[config.mk]
export PLATFORM = sky130hd
export DESIGN_NAME = zqc_regs
export DESIGN_NICKNAME = d
export VERILOG_FILES = /design/src/include/zqc_pkg.sv /design/src/design/zqc_tick_div.sv /design/src/design/zqc_unit.sv /design/src/design/zqc_regs.sv
export VERILOG_INCLUDE_DIRS = /design/src /design/src/include
export SDC_FILE = /design/constraint.sdc
export NUM_CORES = 1
export LEC_CHECK = 0
export BUFFER_PORTS_ARGS = -buffer_cell sky130_fd_sc_hd__buf_2
export CAP_MARGIN = 20
export CORE_AREA = 2 2 180 217
export CTS_BUF_LIST = sky130_fd_sc_hd__clkbuf_8 sky130_fd_sc_hd__clkbuf_16
export DETAILED_ROUTE_END_ITERATION = 12
export DIE_AREA = 0 0 182 219
export MAX_ROUTING_LAYER = met4
export PLACE_DENSITY = 0.47
export SETUP_SLACK_MARGIN = 0.2
export SLEW_MARGIN = 15
export SYNTH_ARGS = -nofsm -noshare
export SYNTH_HDL_FRONTEND = slang
export SYNTH_SLANG_ARGS = --single-unit
[constraint.sdc]
create_clock -name clk -period 2.15 [get_ports clk]
set_input_delay 0.215 -clock clk [delete_from_list [all_inputs] [get_ports clk]]
set_output_delay 0.215 -clock clk [all_outputs]
set_load 0.1 [all_outputs]
[src/include/zqc_defines.svh]
// Offsets, field positions, reset values and timing of the impedance regs
`ifndef ZQC_DEFINES_SVH
`define ZQC_DEFINES_SVH

// ----------------------------------------------------------------------
// Address map (byte addresses, 8-bit APB address)
// ----------------------------------------------------------------------
`define ZQC_NUM_BLOCKS    4
`define ZQC_CR1_RGN       4'h0
`define ZQC_SR0_RGN       4'h1
`define ZQC_TGT_RGN       4'h3
`define ZQC_CALCTL_ADDR   8'h20
`define ZQC_IRQSTAT_ADDR  8'h24
`define ZQC_IRQCLR_ADDR   8'h28
`define ZQC_IRQEN_ADDR    8'h2C

// ----------------------------------------------------------------------
// Field positions and reset values
// ----------------------------------------------------------------------
`define ZQC_DIV_MSB       7
`define ZQC_DIV_LSB       0
`define ZQC_PUEN_BIT      16
`define ZQC_TRIG_BIT      8
`define ZQC_DIV_RST       8'h7B
`define ZQC_WORD_RST      28'h000014A
`define ZQC_CALEN_RST     4'hF

// ----------------------------------------------------------------------
// Divide-select codes and the ohm values they stand for
// ----------------------------------------------------------------------
`define ZQC_ODT_SEL_120   4'h2
`define ZQC_ODT_SEL_60    4'h5
`define ZQC_ODT_SEL_40    4'h8
`define ZQC_DRV_SEL_40    4'hB
`define ZQC_DRV_SEL_34    4'hD
`define ZQC_OHM_120       8'h78
`define ZQC_OHM_60        8'h3C
`define ZQC_OHM_40        8'h28
`define ZQC_OHM_34        8'h22

// ----------------------------------------------------------------------
// Periodic update request spacing
// ----------------------------------------------------------------------
`define ZQC_CLK_MHZ       40
`define ZQC_UPD_PERIOD_NS 10000
`define ZQC_UPD_CYCLES    ((`ZQC_UPD_PERIOD_NS * `ZQC_CLK_MHZ) / 1000)
`define ZQC_UPD_CNT_W     9

`endif

[src/include/zqc_pkg.sv]
// Types shared by the impedance calibration register bank
package zqc_pkg;

  typedef enum logic {
    ZQC_IDLE,
    ZQC_CAL
  } zqc_cal_state_t;

  // Result handed back by the pad calibration engine
  typedef struct packed {
    logic        valid;
    logic        error;
    logic [27:0] word;
  } zqc_result_t;

  // Settings that go out to the pads
  typedef struct packed {
    logic [7:0]  divRatio;
    logic [27:0] word;
  } zqc_pad_t;

  typedef struct packed {
    zqc_pad_t pad;
    logic     periodicEn;
    logic     done;
    logic     err;
    logic     busy;
    logic     calStart;
    logic     updateReq;
    logic     doneEv;
    logic     errEv;
  } zqc_unit_out_t;

  typedef struct packed {
    zqc_unit_out_t  out;
    zqc_cal_state_t cal;
  } zqc_unit_state_t;

  typedef struct packed {
    logic                       cnt;
  } zqc_unused_t;

endpackage

[src/design/zqc_tick_div.sv]
// Divider giving the one-cycle pulse that paces periodic update requests
`timescale 1ns/100ps
`include "zqc_defines.svh"

module zqc_tick_div (
  input  wire logic clk,
  input  wire logic resetn,
  output logic      tick
);

  typedef struct packed {
    logic [`ZQC_UPD_CNT_W-1:0] cnt;
    logic                      tick;
  } zqc_div_state_t;

  localparam logic [`ZQC_UPD_CNT_W-1:0] LAST =
    `ZQC_UPD_CNT_W'(`ZQC_UPD_CYCLES - 1);

  zqc_div_state_t st;
  zqc_div_state_t next_st;

  always_comb begin
    next_st      = st;
    next_st.tick = 1'b0;
    if (st.cnt == LAST) begin
      next_st.cnt  = '0;
      next_st.tick = 1'b1;
    end else begin
      next_st.cnt = st.cnt + `ZQC_UPD_CNT_W'(1);
    end
  end

  always_ff @(posedge clk) begin
    if (!resetn) begin
      st <= '0;
    end else begin
      st <= next_st;
    end
  end

  assign tick = st.tick;

endmodule // zqc_tick_div

[src/design/zqc_unit.sv]
// One impedance calibration block: divide/update control and status
`timescale 1ns/100ps
`include "zqc_defines.svh"

module zqc_unit (
  input  wire logic                  clk,
  input  wire logic                  resetn,
  input  wire logic                  wrEn,
  input  wire logic [31:0]           wdata,
  input  wire logic                  calEnable,
  input  wire logic                  trigger,
  input  wire logic                  tick,
  input  zqc_pkg::zqc_result_t       result,
  output zqc_pkg::zqc_unit_out_t     uout
);

  zqc_pkg::zqc_unit_state_t st;
  zqc_pkg::zqc_unit_state_t next_st;

  always_comb begin
    next_st               = st;
    next_st.out.calStart  = 1'b0;
    next_st.out.updateReq = 1'b0;
    next_st.out.doneEv    = 1'b0;
    next_st.out.errEv     = 1'b0;
    if (wrEn) begin
      next_st.out.pad.divRatio = wdata[`ZQC_DIV_MSB:`ZQC_DIV_LSB]; // RULE5
      next_st.out.periodicEn   = wdata[`ZQC_PUEN_BIT];
    end
    case (st.cal)
      zqc_pkg::ZQC_IDLE: begin
        if (trigger && calEnable) begin // RULE12
          next_st.out.done     = 1'b0; // RULE13
          next_st.out.err      = 1'b0; // RULE13
          next_st.out.calStart = 1'b1;
          next_st.cal          = zqc_pkg::ZQC_CAL;
        end else if (tick && st.out.periodicEn) begin
          next_st.out.updateReq = 1'b1; // RULE3
        end
      end
      zqc_pkg::ZQC_CAL: begin
        // Periodic request ticks are dropped while a calibration is running
        if (result.valid) begin
          next_st.out.done     = 1'b1; // RULE8
          next_st.out.err      = result.error; // RULE9
          next_st.out.pad.word = result.word; // RULE10
          next_st.out.doneEv   = 1'b1;
          next_st.out.errEv    = result.error;
          next_st.cal          = zqc_pkg::ZQC_IDLE;
        end
      end
      default: next_st.cal = zqc_pkg::ZQC_IDLE;
    endcase
    next_st.out.busy = (next_st.cal == zqc_pkg::ZQC_CAL);
  end

  always_ff @(posedge clk) begin
    if (!resetn) begin
      st                  <= '0;
      st.out.pad.divRatio <= `ZQC_DIV_RST; // RULE5
      st.out.pad.word     <= `ZQC_WORD_RST; // RULE10
    end else begin
      st <= next_st;
    end
  end

  assign uout = st.out;

endmodule // zqc_unit

[src/design/zqc_regs.sv]
// APB register bank for four impedance calibration blocks
//
// Operation
// RULE1: Four independent control/status register sets, blocks 0 to 3.
// RULE2: Reserved control bits 31:17, 15:8 and status 29:28 read zero.
// RULE3: Update enable bit 16 set makes periodic update requests; clear stops.
// RULE4: Software should set the periodic update enable during configuration.
// RULE5: Divide ratio bits 7:0 read/write, reset value 7B hex.
// RULE6: Upper nibble picks termination: 2=120, 5=60, 8=40 ohms.
// RULE7: Lower nibble picks driver impedance: 11=40, 13=34 ohms.
// RULE8: Status bit 31 flags calibration finished, zero after reset.
// RULE9: Status bit 30 flags calibration error, zero after reset.
// RULE10: Status bits 27:0 show applied control word, reset 14A hex.
// RULE11: Control word splits into four 7-bit pull-up/pull-down fields.
// RULE12: Calibration starts only with enable set and a trigger arriving.
// RULE13: New trigger clears done/error; done updates with word at end.
`timescale 1ns/100ps
`include "zqc_defines.svh"

module zqc_regs (
  input  wire logic                        clk,
  input  wire logic                        resetn,
  input  wire logic                        psel,
  input  wire logic                        penable,
  input  wire logic                        pwrite,
  input  wire logic [7:0]                  paddr,
  input  wire logic [31:0]                 pwdata,
  output logic      [31:0]                 prdata,
  output logic                             pready,
  output logic                             pslverr,
  input  wire logic                        dfiUpdateReq,
  input  zqc_pkg::zqc_result_t [3:0]       calResult,
  output logic      [3:0]                  calStart,
  output logic      [3:0]                  updateReq,
  output zqc_pkg::zqc_pad_t [3:0]          padCtrl,
  output logic                             irq
);

  // --------------------------------------------------------------------
  // State
  // --------------------------------------------------------------------
  typedef struct packed {
    logic        pready;
    logic        pslverr;
    logic [31:0] prdata;
    logic [3:0]  calEn;
    logic        trig;
    logic [7:0]  irqStatus;
    logic [7:0]  irqEnable;
    logic        irq;
  } zqc_top_state_t;

  zqc_top_state_t st;
  zqc_top_state_t next_st;

  zqc_pkg::zqc_unit_out_t [3:0] uo;
  logic [3:0]                   unitWr;
  logic                         tick;
  logic                         trigger;
  logic                         accSetup;
  logic                         accWrite;
  logic                         hit;
  logic [31:0]                  rdData;
  logic [1:0]                   idx;
  logic [3:0]                   busyVec;
  logic [7:0]                   events;

  // --------------------------------------------------------------------
  // Target decode helpers
  // --------------------------------------------------------------------
  function automatic logic [7:0] odtOhms(input logic [3:0] sel);
    logic [7:0] ohm;
    ohm = 8'h00;
    case (sel)
      `ZQC_ODT_SEL_120: ohm = `ZQC_OHM_120; // RULE6
      `ZQC_ODT_SEL_60:  ohm = `ZQC_OHM_60; // RULE6
      `ZQC_ODT_SEL_40:  ohm = `ZQC_OHM_40; // RULE6
      default:          ohm = 8'h00;
    endcase
    return ohm;
  endfunction

  function automatic logic [7:0] drvOhms(input logic [3:0] sel);
    logic [7:0] ohm;
    ohm = 8'h00;
    case (sel)
      `ZQC_DRV_SEL_40: ohm = `ZQC_OHM_40; // RULE7
      `ZQC_DRV_SEL_34: ohm = `ZQC_OHM_34; // RULE7
      default:         ohm = 8'h00;
    endcase
    return ohm;
  endfunction

  // --------------------------------------------------------------------
  // Calibration blocks
  // --------------------------------------------------------------------
  // Either source of trigger reaches every block; each gates it itself
  assign trigger = st.trig | dfiUpdateReq; // RULE12

  zqc_tick_div u_tick (
    .clk    (clk),
    .resetn (resetn),
    .tick   (tick)
  );

  for (genvar i = 0; i < `ZQC_NUM_BLOCKS; i++) begin : g_unit
    zqc_unit u_unit ( // RULE1
      .clk       (clk),
      .resetn    (resetn),
      .wrEn      (unitWr[i]),
      .wdata     (pwdata),
      .calEnable (st.calEn[i]),
      .trigger   (trigger),
      .tick      (tick),
      .result    (calResult[i]),
      .uout      (uo[i])
    );
  end

  // --------------------------------------------------------------------
  // Address decode and read mux
  // --------------------------------------------------------------------
  assign idx = paddr[3:2];

  always_comb begin
    busyVec = 4'h0;
    events  = 8'h00;
    for (int i = 0; i < `ZQC_NUM_BLOCKS; i++) begin
      busyVec[i]    = uo[i].busy;
      events[i]     = uo[i].doneEv;
      events[i + 4] = uo[i].errEv;
    end
  end

  always_comb begin
    hit    = 1'b1;
    rdData = 32'h0000_0000;
    if (paddr[1:0] != 2'h0) begin
      hit = 1'b0;
    end else if (paddr[7:4] == `ZQC_CR1_RGN) begin
      rdData = {15'h0, uo[idx].periodicEn, 8'h00,
                uo[idx].pad.divRatio}; // RULE2
    end else if (paddr[7:4] == `ZQC_SR0_RGN) begin
      // Word fields: ODT up 27:21, ODT down 20:14, drv up 13:7, drv down 6:0
      rdData = {uo[idx].done, uo[idx].err, 2'h0,
                uo[idx].pad.word}; // RULE2 RULE11
    end else if (paddr == `ZQC_CALCTL_ADDR) begin
      rdData = {12'h000, busyVec, 12'h000, st.calEn};
    end else if (paddr == `ZQC_IRQSTAT_ADDR) begin
      rdData = {24'h00_0000, st.irqStatus};
    end else if (paddr == `ZQC_IRQCLR_ADDR) begin
      rdData = 32'h0000_0000;
    end else if (paddr == `ZQC_IRQEN_ADDR) begin
      rdData = {24'h00_0000, st.irqEnable};
    end else if (paddr[7:4] == `ZQC_TGT_RGN) begin
      rdData = {16'h0000, odtOhms(uo[idx].pad.divRatio[7:4]),
                drvOhms(uo[idx].pad.divRatio[3:0])};
    end else begin
      hit = 1'b0;
    end
  end

  // --------------------------------------------------------------------
  // APB handshake
  // --------------------------------------------------------------------
  // One registered wait-free access: ready rises in the access phase
  assign accSetup = psel & ~penable;
  assign accWrite = psel & penable & st.pready & pwrite & hit;

  always_comb begin
    unitWr = 4'h0;
    if (accWrite && paddr[7:4] == `ZQC_CR1_RGN) begin
      unitWr[idx] = 1'b1; // RULE1
    end
  end

  always_comb begin
    next_st         = st;
    next_st.pready  = accSetup;
    next_st.pslverr = 1'b0;
    next_st.prdata  = 32'h0000_0000;
    next_st.trig    = 1'b0;
    if (accSetup) begin
      next_st.pslverr = ~hit;
      next_st.prdata  = pwrite ? 32'h0000_0000 : rdData;
    end

    // ------------------------------------------------------------------
    // Register writes
    // ------------------------------------------------------------------
    if (accWrite && paddr == `ZQC_CALCTL_ADDR) begin
      next_st.calEn = pwdata[3:0];
      next_st.trig  = pwdata[`ZQC_TRIG_BIT]; // RULE12
    end
    if (accWrite && paddr == `ZQC_IRQEN_ADDR) begin
      next_st.irqEnable = pwdata[7:0];
    end
    if (accWrite && paddr == `ZQC_IRQCLR_ADDR) begin
      next_st.irqStatus = st.irqStatus & ~pwdata[7:0];
    end

    // New events win over a clear in the same cycle
    next_st.irqStatus = next_st.irqStatus | events;
    next_st.irq       = |(next_st.irqStatus & next_st.irqEnable);
  end

  always_ff @(posedge clk) begin
    if (!resetn) begin
      st       <= '0;
      st.calEn <= `ZQC_CALEN_RST;
    end else begin
      st <= next_st;
    end
  end

  // --------------------------------------------------------------------
  // Outputs
  // --------------------------------------------------------------------
  assign prdata  = st.prdata;
  assign pready  = st.pready;
  assign pslverr = st.pslverr;
  assign irq     = st.irq;

  always_comb begin
    for (int i = 0; i < `ZQC_NUM_BLOCKS; i++) begin
      calStart[i]  = uo[i].calStart;
      updateReq[i] = uo[i].updateReq; // RULE3
      padCtrl[i]   = uo[i].pad; // RULE11
    end
  end

endmodule // zqc_regs

==> results by group, run 1 <==
Timing
  • Worst slew pin tran: 0.564 ns
  • Max transition margin: 62.6%
  • Final hold violations: 0
  • Number of endpoints failing setup at the final stage: 0
  • Maximum achievable frequency: 544 MHz
  • Slack of the critical path: 0.313 ns
  • Max-slew violation total from the final report: 0
  • Minimum clock period: 1.84 ns
  • RSZ-0062 raised after global routing: false
  • Layout Skew: 0.0114 ns
  • Crit share post-route: 85.4%
  • Setup TNS: 0 ns

Yosys
  • Avg Cell Area, Syn: 10.7 µm²
  • Number of distinct library cells after synthesis: 57
  • Top flip-flop cell by instance count after synthesis: dfxtp_1
  • Sequential share of the synthesized area: 45.8%
  • Total standard cell area after synthesis: 0.0105 mm²
  • Number of synthesized register bits: 240
  • Synthesized netlist cell count: 984
  • Number of synthesis warnings: 0
  • Synth async-reset ratio: 0%
  • Number of synthesized flops with an enable pin: 0

Layout
  • Top library cells by usage in the layout, fill and taps aside: 326 x buf_2, 239 x dfxtp_1, 128 x dlygate4sd3_1
  • Most common library cell in the layout ignoring fill and taps: buf_2
  • Sequential Area: 0.00481 mm²
  • Final layout net count: 1443
  • Design Area, Final: 0.0137 mm²
  • Multi-input gate area in the final layout: 0.00404 mm²
  • Final core utilization: 36.5%
  • Layout filler cell count: 3804
  • Layout Area Growth over Synthesis: 31.0%
  • Share of cells above drive strength 1: 36.8%

Setup path
  • R2R setup slack: 0.31 ns
  • Critical Path Sink: irq
  • Count of buffering cells on the critical path with inverters included: 1
  • Startpoint of the worst setup timing path: pready
  • Logic depth of the worst path, buffers included: 7
  • List of cells traversed by the critical path: and4_1 > nand4_2 > buf_4 > o22ai_1 > o22a_1 > o221ai_2 > o31a_1
  • Critical path required time: 2.59 ns
  • Kind of capture point of the worst setup path: register
  • Master of the slowest instance on the critical path: and4_1
  • Type of element launching the critical path: register
  • Cell class contributing the biggest share of worst-path delay: compound AO/OA/AOI/OAI gates
  • Critical path peak fanout: 8
  • Endpoint of the worst-slack reg-to-reg timing path: irq
  • Origin of the critical flop-to-flop path: pready
  • Logic depth of the worst register-to-register path: 7
  • Type of the worst setup path: reg2reg
  • Slowest Stage Delay on Critical Path: 0.35 ns
  • Signal arrival time at the worst endpoint: 2.28 ns

Clock tree
  • Max Buffers Root-to-Sink: 3
  • CTS clock-pin slew for the worst setup and hold paths: 0.06 ns
  • TritonCTS clock tree: yes
  • Clock insertion delay at the later pin of the skew report: 0.55 ns
  • Clock root buffer master: clkbuf_16
  • Deepest level of the CTS H-tree: 1
  • Number of buffers created by CTS: 28
  • Number of clock sinks: 240

Power
  • Fraction of power spent switching nets: 28.8%
  • Combinational share of power: 15.2%
  • Power density over cell area: 814 mW/mm²
  • Leakage power: 6.11 nW
  • Max rail drop VDD: 0.522 mV
  • Internal power: 7.96 mW
  • Post-layout power: 11.2 mW
  • Seq pwr share: 41.8%
  • Clock share of power: 43.0%
  • Switching Power: 3.22 mW

Routing
  • DR pass1 iterations: 5
  • Number of DRC markers in iteration 0: 359
  • Detailed-route wire length per cell: 20.5 µm
  • Antenna Violating Nets Remaining: 0
  • Aggregate routed wire length: 36600 µm
  • Via-to-Cell Ratio: 4.61
  • DR DRC count: 0
  • Vias after detailed routing: 8210

Global routing
  • Maximum number of pins on one net before global-route repair: 45
  • Antenna violations before repair: 2
  • Overflow left after global routing: 0
  • Total routing resource utilization after global routing: 18.4%
  • Vias in the first global route: 8596
  • Wire length of the first global-routing pass: 53400 µm

Run
  • Number of maximum-capacitance violations: 0

Run status
  • Result of the run: finished clean

Floorplan
  • Die outline width: 182 µm
  • Starting utilization of the core area: 27.8%
  • Die Area: 0.0399 mm²
  • Die height: 219 µm
  • I/O pin count: 353
  • FP Rows: 78
  • Core region area: 0.0377 mm²

Placement
  • Area post-placement: 0.0115 mm²
  • Pre-CTS setup slack: 0.00514 ns
  • Number of buffers inserted by port buffering: 328
  • GP Congestion: 0.795
  • Half-perimeter wire length after detailed placement: 26800 µm

Hold path
  • Hold path startpoint: calResult[59]
  • Path class of the lowest-slack min-delay path: in2reg
==> per-layer routing <==
| metal | routed length, µm | GRT usage (%) | vias to the layer above |
|---|---|---|---|
| li1 | - | - | 3913 |
| met5 | 0 | - | - |
| met4 | 1070 | 6.67 | 0 |
| met3 | 2270 | 3.25 | 60 |
| met2 | 18600 | 32.5 | 335 |
| met1 | 14700 | 20.9 | 3902 |
==> kinds of logic after synthesis <==
logic type / synth area share (%)
buffers and inverters: 15.9
DFF: 45.8
and+or+nand+nor: 11.9
AOI/OAI and AO/OA: 13.6
muxes: 12.1
xor gates and xnor gates: 0.585
adders and majority gates: 0.119
other: 0.0358
==> sequential cells by signal, indices dropped and copies added, names as in the netlist <==
signal and cells:
st 21, g_unit.u_unit.uout 176, u_tick.st 9, u_tick.tick 1
prdata 30, pready 1, pslverr 1, irq 1
==> timing repair <==
| action | CTS | global route |
|---|---|---|
| gates resized for setup | 1 | 0 |
| endpoints found under the hold margin | 143 | 0 |
| buffers inserted | 0 | 0 |
| setup endpoints to repair | 3 | 0 |
| hold buffers | 128 | 0 |
==> synth_stat cells, drive strengths merged (8+ instances only) <==
cell    number  area (µm²)
dfxtp      240        4800
buf        204        1510
a22o        96         841
nand2       83         314
mux4        39         878
nor2        36         151
clkbuf      34         138
mux2i       34         340
nor2b       27         169
and3        26         165
nand3       20         100
and2        18         114
o22a        17         149
a21oi       11        55.1
a21boi      10        75.1
o22ai       10        62.6
a22oi        9        67.6
a221oi       8        70.1
o21ai        8        40.0
==> through the flow <==
stage          std cells  hold WS, ns
5_1_grt             1779       0.0177
4_1_cts             1777      0.00293
3_5_place_dp        1598        0.426
6_report            1780       0.0281
2_1_floorplan        985        0.334
3_3_place_gp        1598        0.421
==> cell type report <==
| cell class | count | area share [%] |
|---|---|---|
| inverter | 6 | 0.164 |
| multi-input combinational | 501 | 29.4 |
| sequential | 240 | 35.0 |
| timing repair buffer | 499 | 24.2 |
| clock buffer | 34 | 5.78 |
| clock inverter | 17 | 0.993 |
| tap | 480 | 4.37 |
| antenna | 3 | 0.0547 |
==> worst register-to-register path, stage by stage (launching register included) <==
cell and delay, ns:
dfxtp_4 0.34, and4_1 0.35, nand4_2 0.13, buf_4 0.19, o22ai_1 0.20, o22a_1 0.20, o221ai_2 0.09, o31a_1 0.24
==> how the worst min path moves through the flow <==
stage                                 to  slack [ns]  cells after the start
2_1_floorplan  g_unit[1].u_unit.uout[11]        0.33                      1
3_3_place_gp    g_unit[3].u_unit.uout[9]        0.42                      2
3_5_place_dp    g_unit[1].u_unit.uout[9]        0.43                      2
4_1_cts         g_unit[1].u_unit.uout[6]       0.003                      3
5_1_grt         g_unit[1].u_unit.uout[6]        0.02                      3
6_report        g_unit[1].u_unit.uout[6]        0.03                      3
==> power groups by stage <==
stage                     clock network (mW)  registers (mW)  logic [mW]
after CTS                               4.96            4.67        1.70
after global routing                    5.13            4.69        1.77
after detailed placement                   0            4.77        1.52
after floorplan                            0            4.74        1.20
after global placement                     0            4.77        1.52
final                                   4.81            4.67        1.69
Note: power is estimated with default switching activity, not from simulation.
==> run 2, diff against run 1 <==
--- a/config.mk
+++ b/config.mk
@@ -8,10 +8,10 @@
 export LEC_CHECK = 0
 export BUFFER_PORTS_ARGS = -buffer_cell sky130_fd_sc_hd__buf_2
 export CAP_MARGIN = 20
-export CORE_AREA = 2 2 180 217
+export CORE_AREA = 2 2 197 199
 export CTS_BUF_LIST = sky130_fd_sc_hd__clkbuf_8 sky130_fd_sc_hd__clkbuf_16
 export DETAILED_ROUTE_END_ITERATION = 12
-export DIE_AREA = 0 0 182 219
+export DIE_AREA = 0 0 199 201
 export MAX_ROUTING_LAYER = met4
 export PLACE_DENSITY = 0.47
 export SETUP_SLACK_MARGIN = 0.2
==> constraint.sdc (replaced) <==
create_clock -name clk -period 2.3 [get_ports clk]
set_input_delay 0.23 -clock clk [delete_from_list [all_inputs] [get_ports clk]]
set_output_delay 0.23 -clock clk [all_outputs]
set_load 0.1 [all_outputs]
==> results by group, run 2 (same netlist as run 1, synthesis figures left out) <==
Timing
  • Minimum clock period: 1.89 ns
  • Maximum achievable frequency: 528 MHz
  • Layout Skew: 0.0231 ns
  • Crit share post-route: 82.4%
  • Slack of the critical path: 0.406 ns
  • Worst slack on hold paths: 0.0363 ns
  • Worst slew pin tran: 0.551 ns
  • Setup TNS: 0 ns
  • Number of endpoints failing setup at the final stage: 0
  • Max-slew violation total from the final report: 0
  • RSZ-0062 raised after global routing: false
  • Final hold violations: 0
  • Max transition margin: 63.5%

Hold path
  • Path class of the lowest-slack min-delay path: in2reg

Setup path
  • Critical path peak fanout: 8
  • Type of element launching the critical path: register
  • Signal arrival time at the worst endpoint: 2.35 ns
  • Master of the slowest instance on the critical path: and4_1
  • Kind of capture point of the worst setup path: register
  • Type of the worst setup path: reg2reg
  • Critical path required time: 2.76 ns
  • Count of buffering cells on the critical path with inverters included: 0
  • Cell class contributing the biggest share of worst-path delay: compound AO/OA/AOI/OAI gates
  • Slowest Stage Delay on Critical Path: 0.34 ns
  • List of cells traversed by the critical path: and4_1 > nand4_2 > o22ai_1 > o22a_1 > o221ai_2 > o31a_1

Placement
  • Number of buffers inserted by port buffering: 328
  • Pre-CTS setup slack: 0.266 ns
  • Half-perimeter wire length after detailed placement: 26800 µm
  • GP Congestion: 0.816

Routing
  • DR DRC count: 0
  • DR pass1 iterations: 5
  • Number of DRC markers in iteration 0: 432
  • Via-to-Cell Ratio: 4.54
  • Antenna Violating Nets Remaining: 0
  • Detailed-route wire length per cell: 20.5 µm
  • Vias after detailed routing: 8179
  • Aggregate routed wire length: 37000 µm

Floorplan
  • Die height: 201 µm
  • I/O pin count: 353
  • FP Rows: 72
  • Die Area: 0.0400 mm²
  • Starting utilization of the core area: 27.5%
  • Core region area: 0.0381 mm²
  • Die outline width: 199 µm

Global routing
  • Overflow left after global routing: 0
  • Vias in the first global route: 8487
  • Maximum number of pins on one net before global-route repair: 86
  • Antenna violations before repair: 1
  • Total routing resource utilization after global routing: 18.9%
  • Wire length of the first global-routing pass: 54400 µm

Layout
  • Final layout net count: 1433
  • Top library cells by usage in the layout, fill and taps aside: 326 x buf_2, 239 x dfxtp_1, 131 x dlygate4sd3_1
  • Most common library cell in the layout ignoring fill and taps: buf_2
  • Number of flip-flops under the largest register name: 176
  • Sequential Area: 0.00481 mm²
  • Share of cells above drive strength 1: 35.5%
  • Multi-input gate area in the final layout: 0.00403 mm²
  • Layout filler cell count: 3873
  • Layout Area Growth over Synthesis: 30.0%

Power
  • Power density over cell area: 760 mW/mm²
  • Max rail drop VDD: 0.505 mV
  • Leakage power: 6.03 nW

Clock tree
  • Number of buffers created by CTS: 28
  • CTS clock-pin slew for the worst setup and hold paths: 0.06 ns
  • Max Buffers Root-to-Sink: 3
  • Number of instances resized during post-cts repair: 0
  • Clock root buffer master: clkbuf_16
  • Clock insertion delay at the later pin of the skew report: 0.57 ns
  • Number of clock sinks: 240
  • TritonCTS clock tree: yes
  • Deepest level of the CTS H-tree: 1

Run status
  • Result of the run: finished clean

Run
  • Number of maximum-capacitance violations: 0
==> run 2: cell types whose count changed in the layout (fill, tap and decap cells not counted), moves of 2 or more <==
cell | before | now
buf_4 | 39 | 29
clkinv_2 | 8 | 2
diode_2 | 3 | 1
dlygate4sd3_1 | 128 | 131
buf_12 | 6 | 3
inv_1 | 7 | 11
==> run 2: layout make-up <==
class / count / area share, %
well taps: 518 / 4.75
diodes: 1 / 0.0184
repair buffers: 489 / 23.6
flip-flops and latches: 240 / 35.2
clock buffers: 34 / 5.74
multi-input cells: 501 / 29.6
inverters: 6 / 0.165
clock inverters: 14 / 0.881
==> run 2: final timing paths <==
check / from / to / slack (ns) / depth (start not counted)
worst max-delay path: pready / irq / 0.41 / 6
worst min-delay path: pwdata[3] / g_unit[0].u_unit.uout[39] / 0.04 / 3
worst min register to register: u_tick.st[1] / u_tick.st[1] / 0.45 / 1
worst max register to register: pready / irq / 0.41 / 6
==> run 2: metrics by stage <==
stage	power [mW]	cells	utilization, %	area [µm²]
after floorplan	5.56	985	-	10500
after global placement	5.88	1623	30.0	11400
after detailed placement	5.88	1623	30.0	11400
after CTS	10.5	1802	35.8	13600
after global routing	10.7	1803	35.8	13600
final	10.4	1803	35.8	13600
==> run 2: timing repair <==
action	4_1_cts	5_1_grt
buffers inserted	0	0
hold buffers	131	0
endpoints found under the hold margin	153	0
==> run 2: layer usage <==
layer / vias to the layer above / GRT usage, % / part of all wire [%]
met5: - / - / 0
met4: 0 / 4.98 / 1.9
met3: 44 / 3.29 / 5.1
met2: 259 / 29.7 / 47
met1: 3982 / 24.9 / 46
li1: 3894 / - / -
==> run 2: power breakdown <==
group | switching (mW) | internal, mW
Clock | 1.80 | 2.61
Combinational | 1.08 | 0.495
Sequential | 0.101 | 4.28
Total | 2.98 | 7.38
==> run 2: worst min-delay path: cells and delay by family <==
family / cells / cell delay [ns]
buf+inv: 1 / 0.18
simple gates: 2 / 0.14
==> run 3, diff against run 2 <==
==> constraint.sdc (replaced) <==
create_clock -name clk -period 1.97 [get_ports clk]
set_input_delay 0.197 -clock clk [delete_from_list [all_inputs] [get_ports clk]]
set_output_delay 0.197 -clock clk [all_outputs]
set_load 0.1 [all_outputs]
==> results by group, run 3 (same netlist as run 1, synthesis figures left out) <==
Layout
  • Final core utilization: 36.9%
  • Layout filler cell count: 3842
  • Top library cells by usage in the layout, fill and taps aside: 326 x buf_2, 239 x dfxtp_1, 133 x dlygate4sd3_1
  • Layout Area Growth over Synthesis: 33.9%
  • Share of cells above drive strength 1: 37.4%
  • Sequential Area: 0.00481 mm²
  • Final layout net count: 1460
  • Design Area, Final: 0.0140 mm²
  • Final cell count without fillers: 1832
  • Multi-input gate area in the final layout: 0.00405 mm²
  • Number of flip-flops under the largest register name: 176
  • Most common library cell in the layout ignoring fill and taps: buf_2

Timing
  • RSZ-0062 raised after global routing: false
  • Minimum clock period: 1.71 ns
  • Worst slew pin tran: 0.549 ns
  • Layout Skew: 0.0163 ns
  • Number of endpoints failing setup at the final stage: 0
  • Max-slew violation total from the final report: 0
  • Slack of the critical path: 0.258 ns
  • Max transition margin: 63.6%
  • Final hold violations: 0
  • Crit share post-route: 86.9%
  • Maximum achievable frequency: 584 MHz

Routing
  • Antenna Violating Nets Remaining: 0
  • Aggregate routed wire length: 37900 µm
  • Detailed-route wire length per cell: 20.7 µm
  • DR DRC count: 0
  • DR pass1 iterations: 5
  • Number of DRC markers in iteration 0: 412
  • Vias after detailed routing: 8286
  • Via-to-Cell Ratio: 4.52

Clock tree
  • Clock root buffer master: clkbuf_16
  • TritonCTS clock tree: yes
  • Number of buffers created by CTS: 29
  • Max Buffers Root-to-Sink: 3
  • Clock insertion delay at the later pin of the skew report: 0.57 ns
  • Deepest level of the CTS H-tree: 1
  • Number of clock sinks: 240
  • CTS clock-pin slew for the worst setup and hold paths: 0.06 ns
  • # Post-CTS Setup Buffers: 0

Global routing
  • Wire length of the first global-routing pass: 55200 µm
  • Antenna violations before repair: 2
  • Maximum number of pins on one net before global-route repair: 86
  • Vias in the first global route: 8352
  • Overflow left after global routing: 0
  • Total routing resource utilization after global routing: 19.3%

Setup path
  • Kind of capture point of the worst setup path: register
  • Signal arrival time at the worst endpoint: 2.17 ns
  • Type of the worst setup path: reg2reg
  • Critical path required time: 2.43 ns
  • Critical path peak fanout: 5
  • Logic depth of the worst register-to-register path: 6
  • Type of element launching the critical path: register

Placement
  • Placed Cells incl. Taps: 1647
  • GP Congestion: 0.792
  • Half-perimeter wire length after detailed placement: 27700 µm
  • Pre-CTS setup slack: -0.0152 ns
  • Number of buffers inserted by port buffering: 328
  • Area post-placement: 0.0117 mm²

Floorplan
  • Die Area: 0.0400 mm²
  • Starting utilization of the core area: 27.5%
  • FP Rows: 72
  • I/O pin count: 353
  • Core region area: 0.0381 mm²
  • Die height: 201 µm
  • Die outline width: 199 µm

Power
  • Max rail drop VDD: 0.579 mV
  • Post-layout power: 12.4 mW
  • Power density over cell area: 885 mW/mm²
  • Leakage power: 6.22 nW

Run
  • Number of maximum-capacitance violations: 0

Hold path
  • Cell count of the worst hold path: 4
  • Path class of the lowest-slack min-delay path: in2reg

Run status
  • Result of the run: finished clean
==> run 3: worst paths after layout <==
path	from	endpoint	slack, ns
worst max register to register	pready	irq	0.26
worst max-delay path	pready	irq	0.26
worst min register to register	u_tick.st[1]	u_tick.st[1]	0.44
worst min-delay path	paddr[0]	pslverr	0.08
==> run 3: timing repair <==
action,CTS,global route
resized for setup,0,4
hold buffers,133,0
endpoints found under the setup margin,0,4
hold endpoints to repair,164,0
==> run 3: critical path, cell delays in order (launching register included) <==
cell and delay, ns:
dfxtp_4 0.34, and4_4 0.26, nand4_2 0.20, buf_4 0.21, o22ai_1 0.19, o22ai_1 0.11, o31a_1 0.31
==> run 3: layout make-up <==
cell class              instances  area share (%)
well taps                     518            4.61
diodes                          1          0.0178
clock inverters                18            1.38
flip-flops and latches        240            34.2
repair buffers                515            25.2
clock buffers                  33            5.56
inverters                       6           0.160
multi-input cells             501            28.8
==> run 3: metrics by stage <==
step / hold slack (ns) / TNS, ns
floorplan: 0.316 / 0
global placement: 0.401 / -0.0192
detailed placement: 0.403 / -0.0152
CTS: 0.0625 / 0
global route: 0.0762 / 0
finish: 0.0848 / 0
==> run 3: layer usage <==
| metal | global-route usage, % | share of wire, % |
|---|---|---|
| met5 | - | 0 |
| met2 | 30.2 | 47 |
| met1 | 26.3 | 46 |
| met4 | 4.58 | 1.8 |
| met3 | 2.69 | 5.2 |
==> run 3: power breakdown <==
part,total (mW),switching (mW),internal (mW)
logic,1.91,1.29,0.617
registers,5.10,0.114,4.99
clock network,5.42,2.19,3.23
total,12.4,3.59,8.84
